File: config.mk
export PLATFORM = sky130hd
export DESIGN_NAME = rmt_regs
export DESIGN_NICKNAME = d
export VERILOG_FILES = /design/src/rmt_regs.v
export VERILOG_INCLUDE_DIRS = /design/src /design/src/shared
export SDC_FILE = /design/constraint.sdc
export NUM_CORES = 1
export LEC_CHECK = 0
export ABC_CLOCK_PERIOD_IN_PS = 9300
export BUFFER_PORTS_ARGS = -buffer_cell sky130_fd_sc_hd__buf_2
export CORE_MARGIN = 2
export CORE_UTILIZATION = 55
export CTS_CLUSTER_SIZE = 16
export DETAILED_ROUTE_END_ITERATION = 12
export PLACE_DENSITY = 0.74
export REMOVE_ABC_BUFFERS = 1
export SLEW_MARGIN = 15
export SYNTH_ARGS = -nofsm -noshare
export SYNTH_HDL_FRONTEND = slang
export SYNTH_SLANG_ARGS = --single-unit
File: constraint.sdc
create_clock -name mclk -period 9.3 [get_ports mclk]
set_input_delay 1.86 -clock mclk [delete_from_list [all_inputs] [get_ports mclk]]
set_output_delay 1.86 -clock mclk [all_outputs]
set_load 0.03 [all_outputs]
File: src/shared/rmt_consts.vh
`ifndef RMT_CONSTS_VH
`define RMT_CONSTS_VH

// register offsets (8-bit address space)
`define RMT_ADDR_TONE1_CTRL      8'h20
`define RMT_ADDR_RING_CTRL       8'h22
`define RMT_ADDR_METER_CTRL      8'h23
`define RMT_ADDR_TONE1_ON_LO     8'h24
`define RMT_ADDR_TONE1_ON_HI     8'h25
`define RMT_ADDR_TONE1_OFF_LO    8'h26
`define RMT_ADDR_TONE1_OFF_HI    8'h27
`define RMT_ADDR_METER_ON_LO     8'h2C
`define RMT_ADDR_METER_ON_HI     8'h2D
`define RMT_ADDR_METER_OFF_LO    8'h2E
`define RMT_ADDR_METER_OFF_HI    8'h2F
`define RMT_ADDR_RING_ON_LO      8'h30
`define RMT_ADDR_RING_ON_HI      8'h31
`define RMT_ADDR_RING_OFF_LO     8'h32
`define RMT_ADDR_RING_OFF_HI     8'h33
`define RMT_ADDR_RING_START      8'h40

// control register field positions
`define RMT_BIT_STATUS           7
`define RMT_BIT_ON_LINE          5
`define RMT_BIT_ON_TIMER_EN      4
`define RMT_BIT_OFF_TIMER_EN     3
`define RMT_BIT_OSC_EN           2
`define RMT_BIT_DC_OFFSET        1
`define RMT_BIT_SHAPE            0
`define RMT_BIT_RING_START       0

// reset values
`define RMT_RESET_BYTE           8'h00
`define RMT_RESET_WORD           16'h0000

// cadence step: 125 us at a 25 ns clock
`define RMT_STEP_NS              125000
`define RMT_CLK_NS               25
`define RMT_STEP_CYCLES          (`RMT_STEP_NS / `RMT_CLK_NS)

// cadence engine states
`define RMT_ST_IDLE              2'd0
`define RMT_ST_ON                2'd1
`define RMT_ST_OFF               2'd2

// channel indices
`define RMT_CH_TONE1             0
`define RMT_CH_METER             1
`define RMT_CH_RING              2

`endif

File: src/rmt_regs.v
// Function
// - ring ctrl bit7 shows ringing output active
// - ring drive changes only at dc level
// - ring ctrl bit5 shows ringing on line
// - ring ctrl bit4 enables ringing active timer
// - ring ctrl bit3 enables ringing inactive timer
// - ring ctrl bit2 shows ringing oscillator enabled
// - ring ctrl bit1 adds dc offset
// - ring ctrl bit0 selects sine or trapezoid
// - meter ctrl bit7 shows metering output active
// - meter ctrl bit4 enables metering active timer
// - meter ctrl bit3 enables metering inactive timer
// - meter ctrl bit2 enables metering oscillator
// - tone1 active duration 16 bits, 125us steps
// - tone1 inactive duration 16 bits, 125us steps
// - meter ctrl and tone1 timers reset zero
// - tone1 active timer used only when enabled
// - ringing active duration own 16-bit pair
`include "rmt_consts.vh"

module rmt_regs #(
    parameter STEP_CYCLES = `RMT_STEP_CYCLES
) (
    input  wire       mclk,
    input  wire       sys_rst,
    input  wire [7:0] addr,
    input  wire [7:0] wr_data,
    input  wire       wr_en,
    input  wire       rd_en,
    input  wire       ring_at_dc_level,
    output reg  [7:0] rd_data,
    output reg        tone1_active,
    output reg        meter_active,
    output reg        ring_output_active,
    output reg        ring_drive_en,
    output reg        ring_dc_offset_en,
    output reg        ring_shape_sel
);

    localparam ST_IDLE = `RMT_ST_IDLE;
    localparam ST_ON   = `RMT_ST_ON;
    localparam ST_OFF  = `RMT_ST_OFF;

    // phase ends on the step that completes the programmed count
    function step_done;
        input [15:0] cnt;
        input [15:0] dur;
        begin
            step_done = ({1'b0, cnt} + 17'h0_0001) >= {1'b0, dur};
        end
    endfunction

    // phase counter advance; kept apart so both phases wrap the same way
    // a zero duration still costs one step, never a zero-length phase
    function [15:0] step_inc;
        input [15:0] cnt;
        begin
            step_inc = cnt + 16'h0001;
        end
    endfunction

    // software-visible state
    reg        tone1_on_timer_en;
    reg        tone1_off_timer_en;
    reg        tone1_osc_en;
    reg        ring_on_timer_en;
    reg        ring_off_timer_en;
    reg        ring_osc_en;
    reg        meter_on_timer_en;
    reg        meter_off_timer_en;
    reg        meter_osc_en;
    reg [15:0] tone1_on_duration;
    reg [15:0] tone1_off_duration;
    reg [15:0] meter_on_duration;
    reg [15:0] meter_off_duration;
    reg [15:0] ring_on_duration;
    reg [15:0] ring_off_duration;

    // cadence engines
    reg [1:0]  st      [0:2];
    reg [15:0] cnt     [0:2];
    reg [1:0]  next_st [0:2];
    reg [15:0] next_cnt[0:2];
    reg [2:0]  ch_en;
    reg [2:0]  ch_on_en;
    reg [2:0]  ch_off_en;
    reg [15:0] ch_on_dur [0:2];
    reg [15:0] ch_off_dur[0:2];

    reg [15:0] pre_cnt;
    reg        step_tick;
    reg [7:0]  next_rd;
    integer    i;

    // 125 us step prescaler, free running; first step after enable may be short
    // one prescaler for all channels: cheaper than three, at the cost of
    // up to one step of jitter on the first phase after an enable
    // step_tick is registered, so every engine sees it for exactly one clock
    always @(posedge mclk or posedge sys_rst) begin
        if (sys_rst) begin
            pre_cnt   <= 16'h0000;
            step_tick <= 1'b0;
        end else if (pre_cnt == STEP_CYCLES[15:0] - 16'h0001) begin
            pre_cnt   <= 16'h0000;
            step_tick <= 1'b1;
        end else begin
            pre_cnt   <= pre_cnt + 16'h0001;
            step_tick <= 1'b0;
        end
    end

    // register writes; only documented bits are stored
    // duration bytes land independently, no high/low latching:
    // software should write both halves while the channel is idle
    // status bits are never stored here, they are rebuilt on read
    always @(posedge mclk or posedge sys_rst) begin
        if (sys_rst) begin
            tone1_on_timer_en  <= 1'b0;
            tone1_off_timer_en <= 1'b0;
            tone1_osc_en       <= 1'b0;
            ring_on_timer_en   <= 1'b0;
            ring_off_timer_en  <= 1'b0;
            ring_osc_en        <= 1'b0;
            ring_dc_offset_en  <= 1'b0;
            ring_shape_sel     <= 1'b0;
            meter_on_timer_en  <= 1'b0;
            meter_off_timer_en <= 1'b0;
            meter_osc_en       <= 1'b0;
            tone1_on_duration  <= `RMT_RESET_WORD;
            tone1_off_duration <= `RMT_RESET_WORD;
            meter_on_duration  <= `RMT_RESET_WORD;
            meter_off_duration <= `RMT_RESET_WORD;
            ring_on_duration   <= `RMT_RESET_WORD;
            ring_off_duration  <= `RMT_RESET_WORD;
        end else if (wr_en) begin
            case (addr)
                `RMT_ADDR_TONE1_CTRL: begin
                    tone1_on_timer_en  <= wr_data[`RMT_BIT_ON_TIMER_EN];
                    tone1_off_timer_en <= wr_data[`RMT_BIT_OFF_TIMER_EN];
                    tone1_osc_en       <= wr_data[`RMT_BIT_OSC_EN];
                end
                `RMT_ADDR_RING_CTRL: begin
                    // status bits and the reserved bit drop writes
                    ring_on_timer_en  <= wr_data[`RMT_BIT_ON_TIMER_EN];
                    ring_off_timer_en <= wr_data[`RMT_BIT_OFF_TIMER_EN];
                    ring_dc_offset_en <= wr_data[`RMT_BIT_DC_OFFSET];
                    ring_shape_sel    <= wr_data[`RMT_BIT_SHAPE];
                end
                `RMT_ADDR_METER_CTRL: begin
                    meter_on_timer_en  <= wr_data[`RMT_BIT_ON_TIMER_EN];
                    meter_off_timer_en <= wr_data[`RMT_BIT_OFF_TIMER_EN];
                    meter_osc_en       <= wr_data[`RMT_BIT_OSC_EN];
                end
                `RMT_ADDR_TONE1_ON_LO: begin
                    tone1_on_duration[7:0] <= wr_data;
                end
                `RMT_ADDR_TONE1_ON_HI: begin
                    tone1_on_duration[15:8] <= wr_data;
                end
                `RMT_ADDR_TONE1_OFF_LO: begin
                    tone1_off_duration[7:0] <= wr_data;
                end
                `RMT_ADDR_TONE1_OFF_HI: begin
                    tone1_off_duration[15:8] <= wr_data;
                end
                `RMT_ADDR_METER_ON_LO: begin
                    meter_on_duration[7:0] <= wr_data;
                end
                `RMT_ADDR_METER_ON_HI: begin
                    meter_on_duration[15:8] <= wr_data;
                end
                `RMT_ADDR_METER_OFF_LO: begin
                    meter_off_duration[7:0] <= wr_data;
                end
                `RMT_ADDR_METER_OFF_HI: begin
                    meter_off_duration[15:8] <= wr_data;
                end
                `RMT_ADDR_RING_ON_LO: begin
                    ring_on_duration[7:0] <= wr_data;
                end
                `RMT_ADDR_RING_ON_HI: begin
                    ring_on_duration[15:8] <= wr_data;
                end
                `RMT_ADDR_RING_OFF_LO: begin
                    ring_off_duration[7:0] <= wr_data;
                end
                `RMT_ADDR_RING_OFF_HI: begin
                    ring_off_duration[15:8] <= wr_data;
                end
                // ring enable lives apart so the ctrl byte can show it read-only
                `RMT_ADDR_RING_START: begin
                    ring_osc_en <= wr_data[`RMT_BIT_RING_START];
                end
                default: begin
                end
            endcase
        end
    end

    // per-channel views so one engine loop serves all three
    always @* begin
        ch_en[`RMT_CH_TONE1]      = tone1_osc_en;
        ch_en[`RMT_CH_METER]      = meter_osc_en;
        ch_en[`RMT_CH_RING]       = ring_osc_en;
        ch_on_en[`RMT_CH_TONE1]   = tone1_on_timer_en;
        ch_on_en[`RMT_CH_METER]   = meter_on_timer_en;
        ch_on_en[`RMT_CH_RING]    = ring_on_timer_en;
        ch_off_en[`RMT_CH_TONE1]  = tone1_off_timer_en;
        ch_off_en[`RMT_CH_METER]  = meter_off_timer_en;
        ch_off_en[`RMT_CH_RING]   = ring_off_timer_en;
        ch_on_dur[`RMT_CH_TONE1]  = tone1_on_duration;
        ch_on_dur[`RMT_CH_METER]  = meter_on_duration;
        ch_on_dur[`RMT_CH_RING]   = ring_on_duration;
        ch_off_dur[`RMT_CH_TONE1] = tone1_off_duration;
        ch_off_dur[`RMT_CH_METER] = meter_off_duration;
        ch_off_dur[`RMT_CH_RING]  = ring_off_duration;
    end

    // cadence: active for on-duration, silent for off-duration, repeat
    // clearing the enable drops to idle at once, mid-phase; the tone
    // generator behind this must accept an abrupt stop
    always @* begin
        for (i = 0; i < 3; i = i + 1) begin
            next_st[i]  = st[i];
            next_cnt[i] = cnt[i];
            case (st[i])
                ST_IDLE: begin
                    if (ch_en[i]) begin
                        next_st[i]  = ST_ON;
                        next_cnt[i] = 16'h0000;
                    end
                end
                ST_ON: begin
                    // without the active timer the tone stays on
                    if (!ch_en[i]) begin
                        next_st[i] = ST_IDLE;
                    end else if (ch_on_en[i] && step_tick) begin
                        if (step_done(cnt[i], ch_on_dur[i])) begin
                            next_st[i]  = ST_OFF;
                            next_cnt[i] = 16'h0000;
                        end else begin
                            next_cnt[i] = step_inc(cnt[i]);
                        end
                    end
                end
                ST_OFF: begin
                    // without the inactive timer it stays silent until re-enabled
                    if (!ch_en[i]) begin
                        next_st[i] = ST_IDLE;
                    end else if (ch_off_en[i] && step_tick) begin
                        if (step_done(cnt[i], ch_off_dur[i])) begin
                            next_st[i]  = ST_ON;
                            next_cnt[i] = 16'h0000;
                        end else begin
                            next_cnt[i] = step_inc(cnt[i]);
                        end
                    end
                end
                default: begin
                    next_st[i]  = ST_IDLE;
                    next_cnt[i] = 16'h0000;
                end
            endcase
        end
    end

    always @(posedge mclk or posedge sys_rst) begin
        if (sys_rst) begin
            for (i = 0; i < 3; i = i + 1) begin
                st[i]  <= ST_IDLE;
                cnt[i] <= 16'h0000;
            end
            tone1_active       <= 1'b0;
            meter_active       <= 1'b0;
            ring_output_active <= 1'b0;
        end else begin
            for (i = 0; i < 3; i = i + 1) begin
                st[i]  <= next_st[i];
                cnt[i] <= next_cnt[i];
            end
            tone1_active       <= next_st[`RMT_CH_TONE1] == ST_ON;
            meter_active       <= next_st[`RMT_CH_METER] == ST_ON;
            ring_output_active <= next_st[`RMT_CH_RING] == ST_ON;
        end
    end

    // line drive follows the ringing output only at the dc crossing, avoiding a step
    // if the crossing input never pulses, the line keeps its last state
    always @(posedge mclk or posedge sys_rst) begin
        if (sys_rst) begin
            ring_drive_en <= 1'b0;
        end else if (ring_at_dc_level) begin
            ring_drive_en <= ring_output_active;
        end
    end

    // read mux; unmapped addresses read zero
    // reserved bits stay at the zero default, writes never reach them
    always @* begin
        next_rd = 8'h00;
        case (addr)
            `RMT_ADDR_TONE1_CTRL: begin
                next_rd[`RMT_BIT_STATUS]       = tone1_active;
                next_rd[`RMT_BIT_ON_TIMER_EN]  = tone1_on_timer_en;
                next_rd[`RMT_BIT_OFF_TIMER_EN] = tone1_off_timer_en;
                next_rd[`RMT_BIT_OSC_EN]       = tone1_osc_en;
            end
            `RMT_ADDR_RING_CTRL: begin
                next_rd[`RMT_BIT_STATUS]       = ring_output_active;
                next_rd[`RMT_BIT_ON_LINE]      = ring_drive_en;
                next_rd[`RMT_BIT_ON_TIMER_EN]  = ring_on_timer_en;
                next_rd[`RMT_BIT_OFF_TIMER_EN] = ring_off_timer_en;
                next_rd[`RMT_BIT_OSC_EN]       = ring_osc_en;
                next_rd[`RMT_BIT_DC_OFFSET]    = ring_dc_offset_en;
                next_rd[`RMT_BIT_SHAPE]        = ring_shape_sel;
            end
            `RMT_ADDR_METER_CTRL: begin
                next_rd[`RMT_BIT_STATUS]       = meter_active;
                next_rd[`RMT_BIT_ON_TIMER_EN]  = meter_on_timer_en;
                next_rd[`RMT_BIT_OFF_TIMER_EN] = meter_off_timer_en;
                next_rd[`RMT_BIT_OSC_EN]       = meter_osc_en;
            end
            `RMT_ADDR_TONE1_ON_LO: begin
                next_rd = tone1_on_duration[7:0];
            end
            `RMT_ADDR_TONE1_ON_HI: begin
                next_rd = tone1_on_duration[15:8];
            end
            `RMT_ADDR_TONE1_OFF_LO: begin
                next_rd = tone1_off_duration[7:0];
            end
            `RMT_ADDR_TONE1_OFF_HI: begin
                next_rd = tone1_off_duration[15:8];
            end
            `RMT_ADDR_METER_ON_LO: begin
                next_rd = meter_on_duration[7:0];
            end
            `RMT_ADDR_METER_ON_HI: begin
                next_rd = meter_on_duration[15:8];
            end
            `RMT_ADDR_METER_OFF_LO: begin
                next_rd = meter_off_duration[7:0];
            end
            `RMT_ADDR_METER_OFF_HI: begin
                next_rd = meter_off_duration[15:8];
            end
            `RMT_ADDR_RING_ON_LO: begin
                next_rd = ring_on_duration[7:0];
            end
            `RMT_ADDR_RING_ON_HI: begin
                next_rd = ring_on_duration[15:8];
            end
            `RMT_ADDR_RING_OFF_LO: begin
                next_rd = ring_off_duration[7:0];
            end
            `RMT_ADDR_RING_OFF_HI: begin
                next_rd = ring_off_duration[15:8];
            end
            `RMT_ADDR_RING_START: begin
                next_rd[`RMT_BIT_RING_START] = ring_osc_en;
            end
            default:                next_rd = 8'h00;
        endcase
    end

    // read data valid only in the cycle after the strobe
    // forced back to zero so a stale byte is never mistaken for a fresh one
    always @(posedge mclk or posedge sys_rst) begin
        if (sys_rst) begin
            rd_data <= 8'h00;
        end else if (rd_en) begin
            rd_data <= next_rd;
        end else begin
            rd_data <= 8'h00;
        end
    end

endmodule

# Word-level counts from Yosys, hierarchy flattened
# Index checks and enable logic that the tools add are counted.
classes:
  addsub: 7
  multipliers: 0
  n_div: 0
  order_cmp: 6
  eq_ne: 41
  shift: 0
  mux: 57
  bitwise_logic: 0
  reduce_logical: 28
op_table:
  columns: ["operator", "count"]
  rows:
  - ["2-to-1 mux 16 bit", 22]
  - ["case mux 16 bit (3 select lines)", 3]
  - ["== test 8 x 6 -> 1 bit (second input constant)", 15]
  - ["greater-or-equal comparator 17 x 16 -> 1 bit", 6]
  - ["adder 16 x 1 -> 16 bit (second input constant)", 4]
  - ["adder 16 x 1 -> 17 bit (second input constant)", 3]
  - ["case mux 3 bit (15 select lines)", 1]
  - ["2-to-1 mux 2 bit", 21]
  - ["AND reduction 2 bit", 16]
  - ["inequality test 2 bit (second input constant)", 15]
  - ["case mux 1 bit (13 select lines)", 2]
  - ["case mux 2 bit (3 select lines)", 3]
  - ["== test 16 x 13 -> 1 bit (second input constant)", 1]
  - ["case mux 1 bit (15 select lines)", 1]
  - ["AND reduction 5 bit", 3]
  - ["case mux 1 bit (14 select lines)", 1]
  - ["== test 2 x 1 -> 1 bit (second input constant)", 6]
  - ["case mux 1 bit (12 select lines)", 1]
  - ["== test 8 x 7 -> 1 bit (second input constant)", 1]
  - ["2-to-1 mux 8 bit", 1]
  - ["== test 2 bit (second input constant)", 3]
  - ["logical AND 1 bit", 6]
  - ["zero test 2 bit", 3]
  - ["2-to-1 mux 1 bit", 1]
totals:
  reg_bits: 190
  latch_bits: 0
  ramBits: 0
  mem_bits_ro: 0
  word_cells: 175
  mem_count: 0

# Longest topological paths before layout
depth:
  word_depth: 7
  ltp_mapped: 17

# Worst setup path after synthesis
# Ideal clock, no wire load.
synth_timing:
  kind: "reg2reg"
  from: "register cnt[32] (netlist bit)"
  to: "register tone1_active"
  arrival_ps: 3503
  path_slack_ps: 5677
  path_stages_with_launch: 15
  n_path_buf: 0
  synth_period_minus_slack_ps: 3623
  path_cell_list: "dfrtp_1 > ha_1 > nand4_1 > or2_2 > inv_1 > nand3_1 > nor3_1 > xor2_1 > ha_1 > a21boi_1 > o31a_1 > a311oi_2 > a211oi_1 > or4_1 > and2_1"
synth_between:
  elab_chain_cells: 7
  word_cells_on_any_way: 11
synth_lines:
  columns: ["element", "line", "rtl"]
  rows:
  - ["start: declaration", "rmt_regs.v:81", "reg [15:0] cnt [0:2];"]
  - ["start signal: indexed assignment", "rmt_regs.v:279", "cnt[i] <= next_cnt[i];"]
  - ["adder 16 x 1 -> 17 bit *", "rmt_regs.v:49", "step_done = ({1'b0, cnt} + 17'h0_0001) >= {1'b0, dur};"]
  - ["greater-or-equal comparator 17 x 16 -> 1 bit", "rmt_regs.v:49", null]
  - ["2-to-1 mux 2 bit, on equally long branches", "rmt_regs.v:251, rmt_regs.v:238", null]
  - ["2-to-1 mux 2 bit, on equally long branches", "rmt_regs.v:250, rmt_regs.v:237", null]
  - ["2-to-1 mux 2 bit, on equally long branches", "rmt_regs.v:248, rmt_regs.v:235", null]
  - ["case mux 2 bit (3 select lines) *", "rmt_regs.v:226", "case (st[i])"]
  - ["== test 2 x 1 -> 1 bit *", "rmt_regs.v:281", "tone1_active <= next_st[`RMT_CH_TONE1] == ST_ON;"]
  - ["end signal: assignment", "rmt_regs.v:273", "tone1_active <= 1'b0;"]
  - ["end signal: assignment", "rmt_regs.v:281", null]
  - ["end: declaration", "rmt_regs.v:32", "output reg tone1_active,"]
# Mark *: on every way between the ends. The rest lies on a longest branch, timed or not.
# A chain may end at the register's enable or synchronous reset.

# Worst setup path after layout
layout_timing:
  from: "register cnt[32] (netlist bit)"
  to: "register cnt[34] (netlist bit)"
layout_between:
  elab_chain_cells: 6
  word_cells_on_any_way: 11
layout_lines:
  columns: ["element", "line"]
  rows:
  - ["adder 16 x 1 -> 17 bit", "rmt_regs.v:49"]
  - ["greater-or-equal comparator 17 x 16 -> 1 bit", "rmt_regs.v:49"]
  - ["2-to-1 mux 16 bit, on equally long branches", "rmt_regs.v:251, rmt_regs.v:238"]
  - ["2-to-1 mux 16 bit, on equally long branches", "rmt_regs.v:250, rmt_regs.v:237"]
  - ["2-to-1 mux 16 bit, on equally long branches", "rmt_regs.v:248, rmt_regs.v:235"]
  - ["case mux 16 bit (3 select lines) *", "rmt_regs.v:226"]
# Mark *: on every way between the ends. The rest lies on a longest branch, timed or not. The select of a mux whose other input is x is not followed.

==> summary.txt <==
Worst-path clk slew: 0.08 ns
Switching Power: 563.7 µW
Final setup fails: 0
Grt total ovfl: 0
Clock Latency Late Sink: 0.44 ns
Initial Utilization: 0.5646
Reg power frac: 0.456
Placed cell count: 1483
Port bufs: 34
Post-layout util: 0.6122
# DRC: 0
CP bufs+invs: 1
Post-DP HPWL: 21650 µm
Synthesized flop and latch total: 190
Share of cells above drive strength 1: 0.1597
Worst-margin pin slew: 1.040 ns
Pwr Total: 1.962 mW
Post-CTS Hold Buffers: 0
Setup Skew: 0.01061 ns
Drt first pass iters: 8
CTS tree: built
Power Internal: 1.398 mW
Layout area overhead: 8.444%
IO Count: 35
Max VDD drop: 0.1231 mV
Crit Path Class: flip-flop to flip-flop
Site row count: 53
Mean area per synthesized cell: 9.862 µm²
Pin count of the biggest net entering global routing: 144
YS warnings: 0
CTS sink count: 190
Total CTS buffers: 17
Sequential share of the synthesized area: 0.3981
Routed WL: 29560 µm
GPL Wtd Cong: 0.9657
Post-synth top cells: 190 x dfrtp_1, 130 x inv_1, 123 x nand2_1, 112 x ha_1, 108 x mux2_2
Post-route ant nets: 0
Critical-path cell list: ha_1 > nand4_1 > or2_2 > inv_1 > nand3_1 > nor2_1 > xor2_1 > ha_1 > a21oi_1 > nor2_1 > o31ai_1 > nand3_1 > o2bb2ai_2 > or3b_1 > o22ai_1
Initial antenna violation count: 0
Vias per cell: 6.197
Share of the synthesized area in the top cell type: 0.3981
Slew Limit Headroom: 0.3065
Via count: 9395
Final hold vios: 0
Finished Layout Cells: 1516
CTS Buffer Depth: 2
Status: complete, no violations
Syn Inst Count: 1211
Max-slew violation count: 0
Worst path required time: 9.66 ns
Post-synth top area cell: dfrtp_1
Post-synth EDFFs: 0
Max cap viols: 0
Iteration-0 DRC Markers: 860
Synth Cell Area: 11940 µm²
Tcrit/Tclk final: 0.4784
Clock share of power: 0.400
Ranking of synthesized cells by area: dfrtp_1 40%, ha_1 12%, mux2_2 10%, inv_1 4.1%, nand2_1 3.9%
H-tree levels: 4
Vias in the first global route: 9030
Die W: 151.4 µm
Final min period: 4.449 ns
CP peak stage delay: 0.63 ns
Setup repair bufs after CTS: 0
Most frequent cell after synthesis: dfrtp_1
Core Region: 21150 µm²
Crit-path slowest cell: o2bb2ai_2
Leakage: 6.135 nW
Total GRT Usage: 0.2688
First-pass GRT wire length: 47510 µm
Switch share: 0.2874
Top delay family on crit path: simple AND/OR/NAND/NOR gates
RSZ-0062 raised after global routing: no
DIE AREA: 22910 µm²
CP Data Arrival Time: 4.81 ns
CTS root buf: clkbuf_16
Worst min-delay path category: flip-flop to flip-flop
Post-synthesis async set-or-reset flop share: 1.000
Most common flop cell mapped by yosys: dfrtp_1
Vert. Die Dim: 151.4 µm
TNS Setup: 0 ns
Startpoint types: flip-flop
Comb power frac: 0.144
Post-synthesis cell type count: 76
Fmax: 224.8 MHz
Worst Setup End Kind: flip-flop
Post_cts resized: 0
Wire per inst: 19.50 µm
PwrDens: 151.5 nW/µm²
NumNets Final: 1360
CP Max Fanout: 17
-- placed cells by master, fill, tap and decap left out, types with 22 or more instances in the layout --
cell	n
xor2_1	22
xnor2_1	24
a21oi_1	42
mux2_2	108
buf_2	34
ha_1	112
dfrtp_1	190
nand4_1	26
nand3_1	70
o21ai_0	35
nor2_1	55
nand2_1	123
inv_1	129
-- through the flow --
| step | hold WS (ns) | area, µm² | setup WS (ns) |
|---|---|---|---|
| detailed placement | 0.4526 | 12320 | 4.959 |
| global route | 0.4856 | 12950 | 4.636 |
| finish | 0.4573 | 12950 | 4.851 |
| CTS | 0.4619 | 12950 | 4.920 |
| floorplan | 0.4329 | 11780 | 2.270 |
| global placement | 0.4492 | 12320 | 5.095 |
-- per-layer routing --
layer | vias to the layer above | global-route usage | part of all wire
met5 | - | 0 | 0
met4 | 0 | 0.08785 | 0.026
met3 | 55 | 0.05843 | 0.066
met2 | 320 | 0.4161 | 0.46
met1 | 4610 | 0.3765 | 0.44
li1 | 4410 | - | -
-- power groups by stage --
stage,clock network (mW),registers (mW),logic (mW)
2_1_floorplan,0,0.905,0.185
3_3_place_gp,0,0.908,0.273
3_5_place_dp,0,0.910,0.279
4_1_cts,0.795,0.894,0.281
5_1_grt,0.828,0.897,0.311
6_report,0.784,0.895,0.283
-- worst paths after layout --
path                                      start                          endpoint  slack (ns)  depth (start not counted)
max in group asynchronous               sys_rst  meter_on_duration[7]$_DFFE_PP0P_        6.44                          3
hold reg to reg            pre_cnt[0]$_DFF_PP0_              pre_cnt[0]$_DFF_PP0_        0.46                          1
hold / removal             pre_cnt[0]$_DFF_PP0_              pre_cnt[0]$_DFF_PP0_        0.46                          1
min in group asynchronous               sys_rst              pre_cnt[0]$_DFF_PP0_        1.64                          2
setup / recovery            cnt[32]$_DFFE_PP0P_               cnt[34]$_DFFE_PP0P_        4.85                         15
setup reg to reg            cnt[32]$_DFFE_PP0P_               cnt[34]$_DFFE_PP0P_        4.85                         15
-- flip-flops by register name, summed over array words and instances, names as in the netlist, 6 cells and up --
name and flops:
cnt 48, meter_off_duration 16, meter_on_duration 16, pre_cnt 16, ring_off_duration 16, ring_on_duration 16, tone1_off_duration 16, tone1_on_duration 16
rd_data 8, st 6
-- final cells by class --
cell class | instances | area, µm²
antenna | 1 | 2.502
clock buffer | 19 | 452.9
clock inverter | 13 | 176.4
fill | 1764 | 8203
inverter | 130 | 495.5
multi-input combinational | 851 | 6533
sequential | 190 | 4755
tap | 275 | 344.1
timing repair buffer | 37 | 192.7
-- cell families (layout without fill, tap and decap cells) --
group | Yosys count | count (layout) | synth area share
and+or+nand+nor | 359 | 359 | 0.1502
AOI/OAI and AO/OA | 213 | 213 | 0.1246
DFF | 190 | 190 | 0.3981
buffers and inverters | 170 | 199 | 0.05490
muxes | 121 | 121 | 0.1211
adders and majority gates | 112 | 112 | 0.1173
xor gates and xnor gates | 46 | 46 | 0.03373
other | 0 | 1 | 0
No activity file was read; power rests on OpenSTA's default activity.
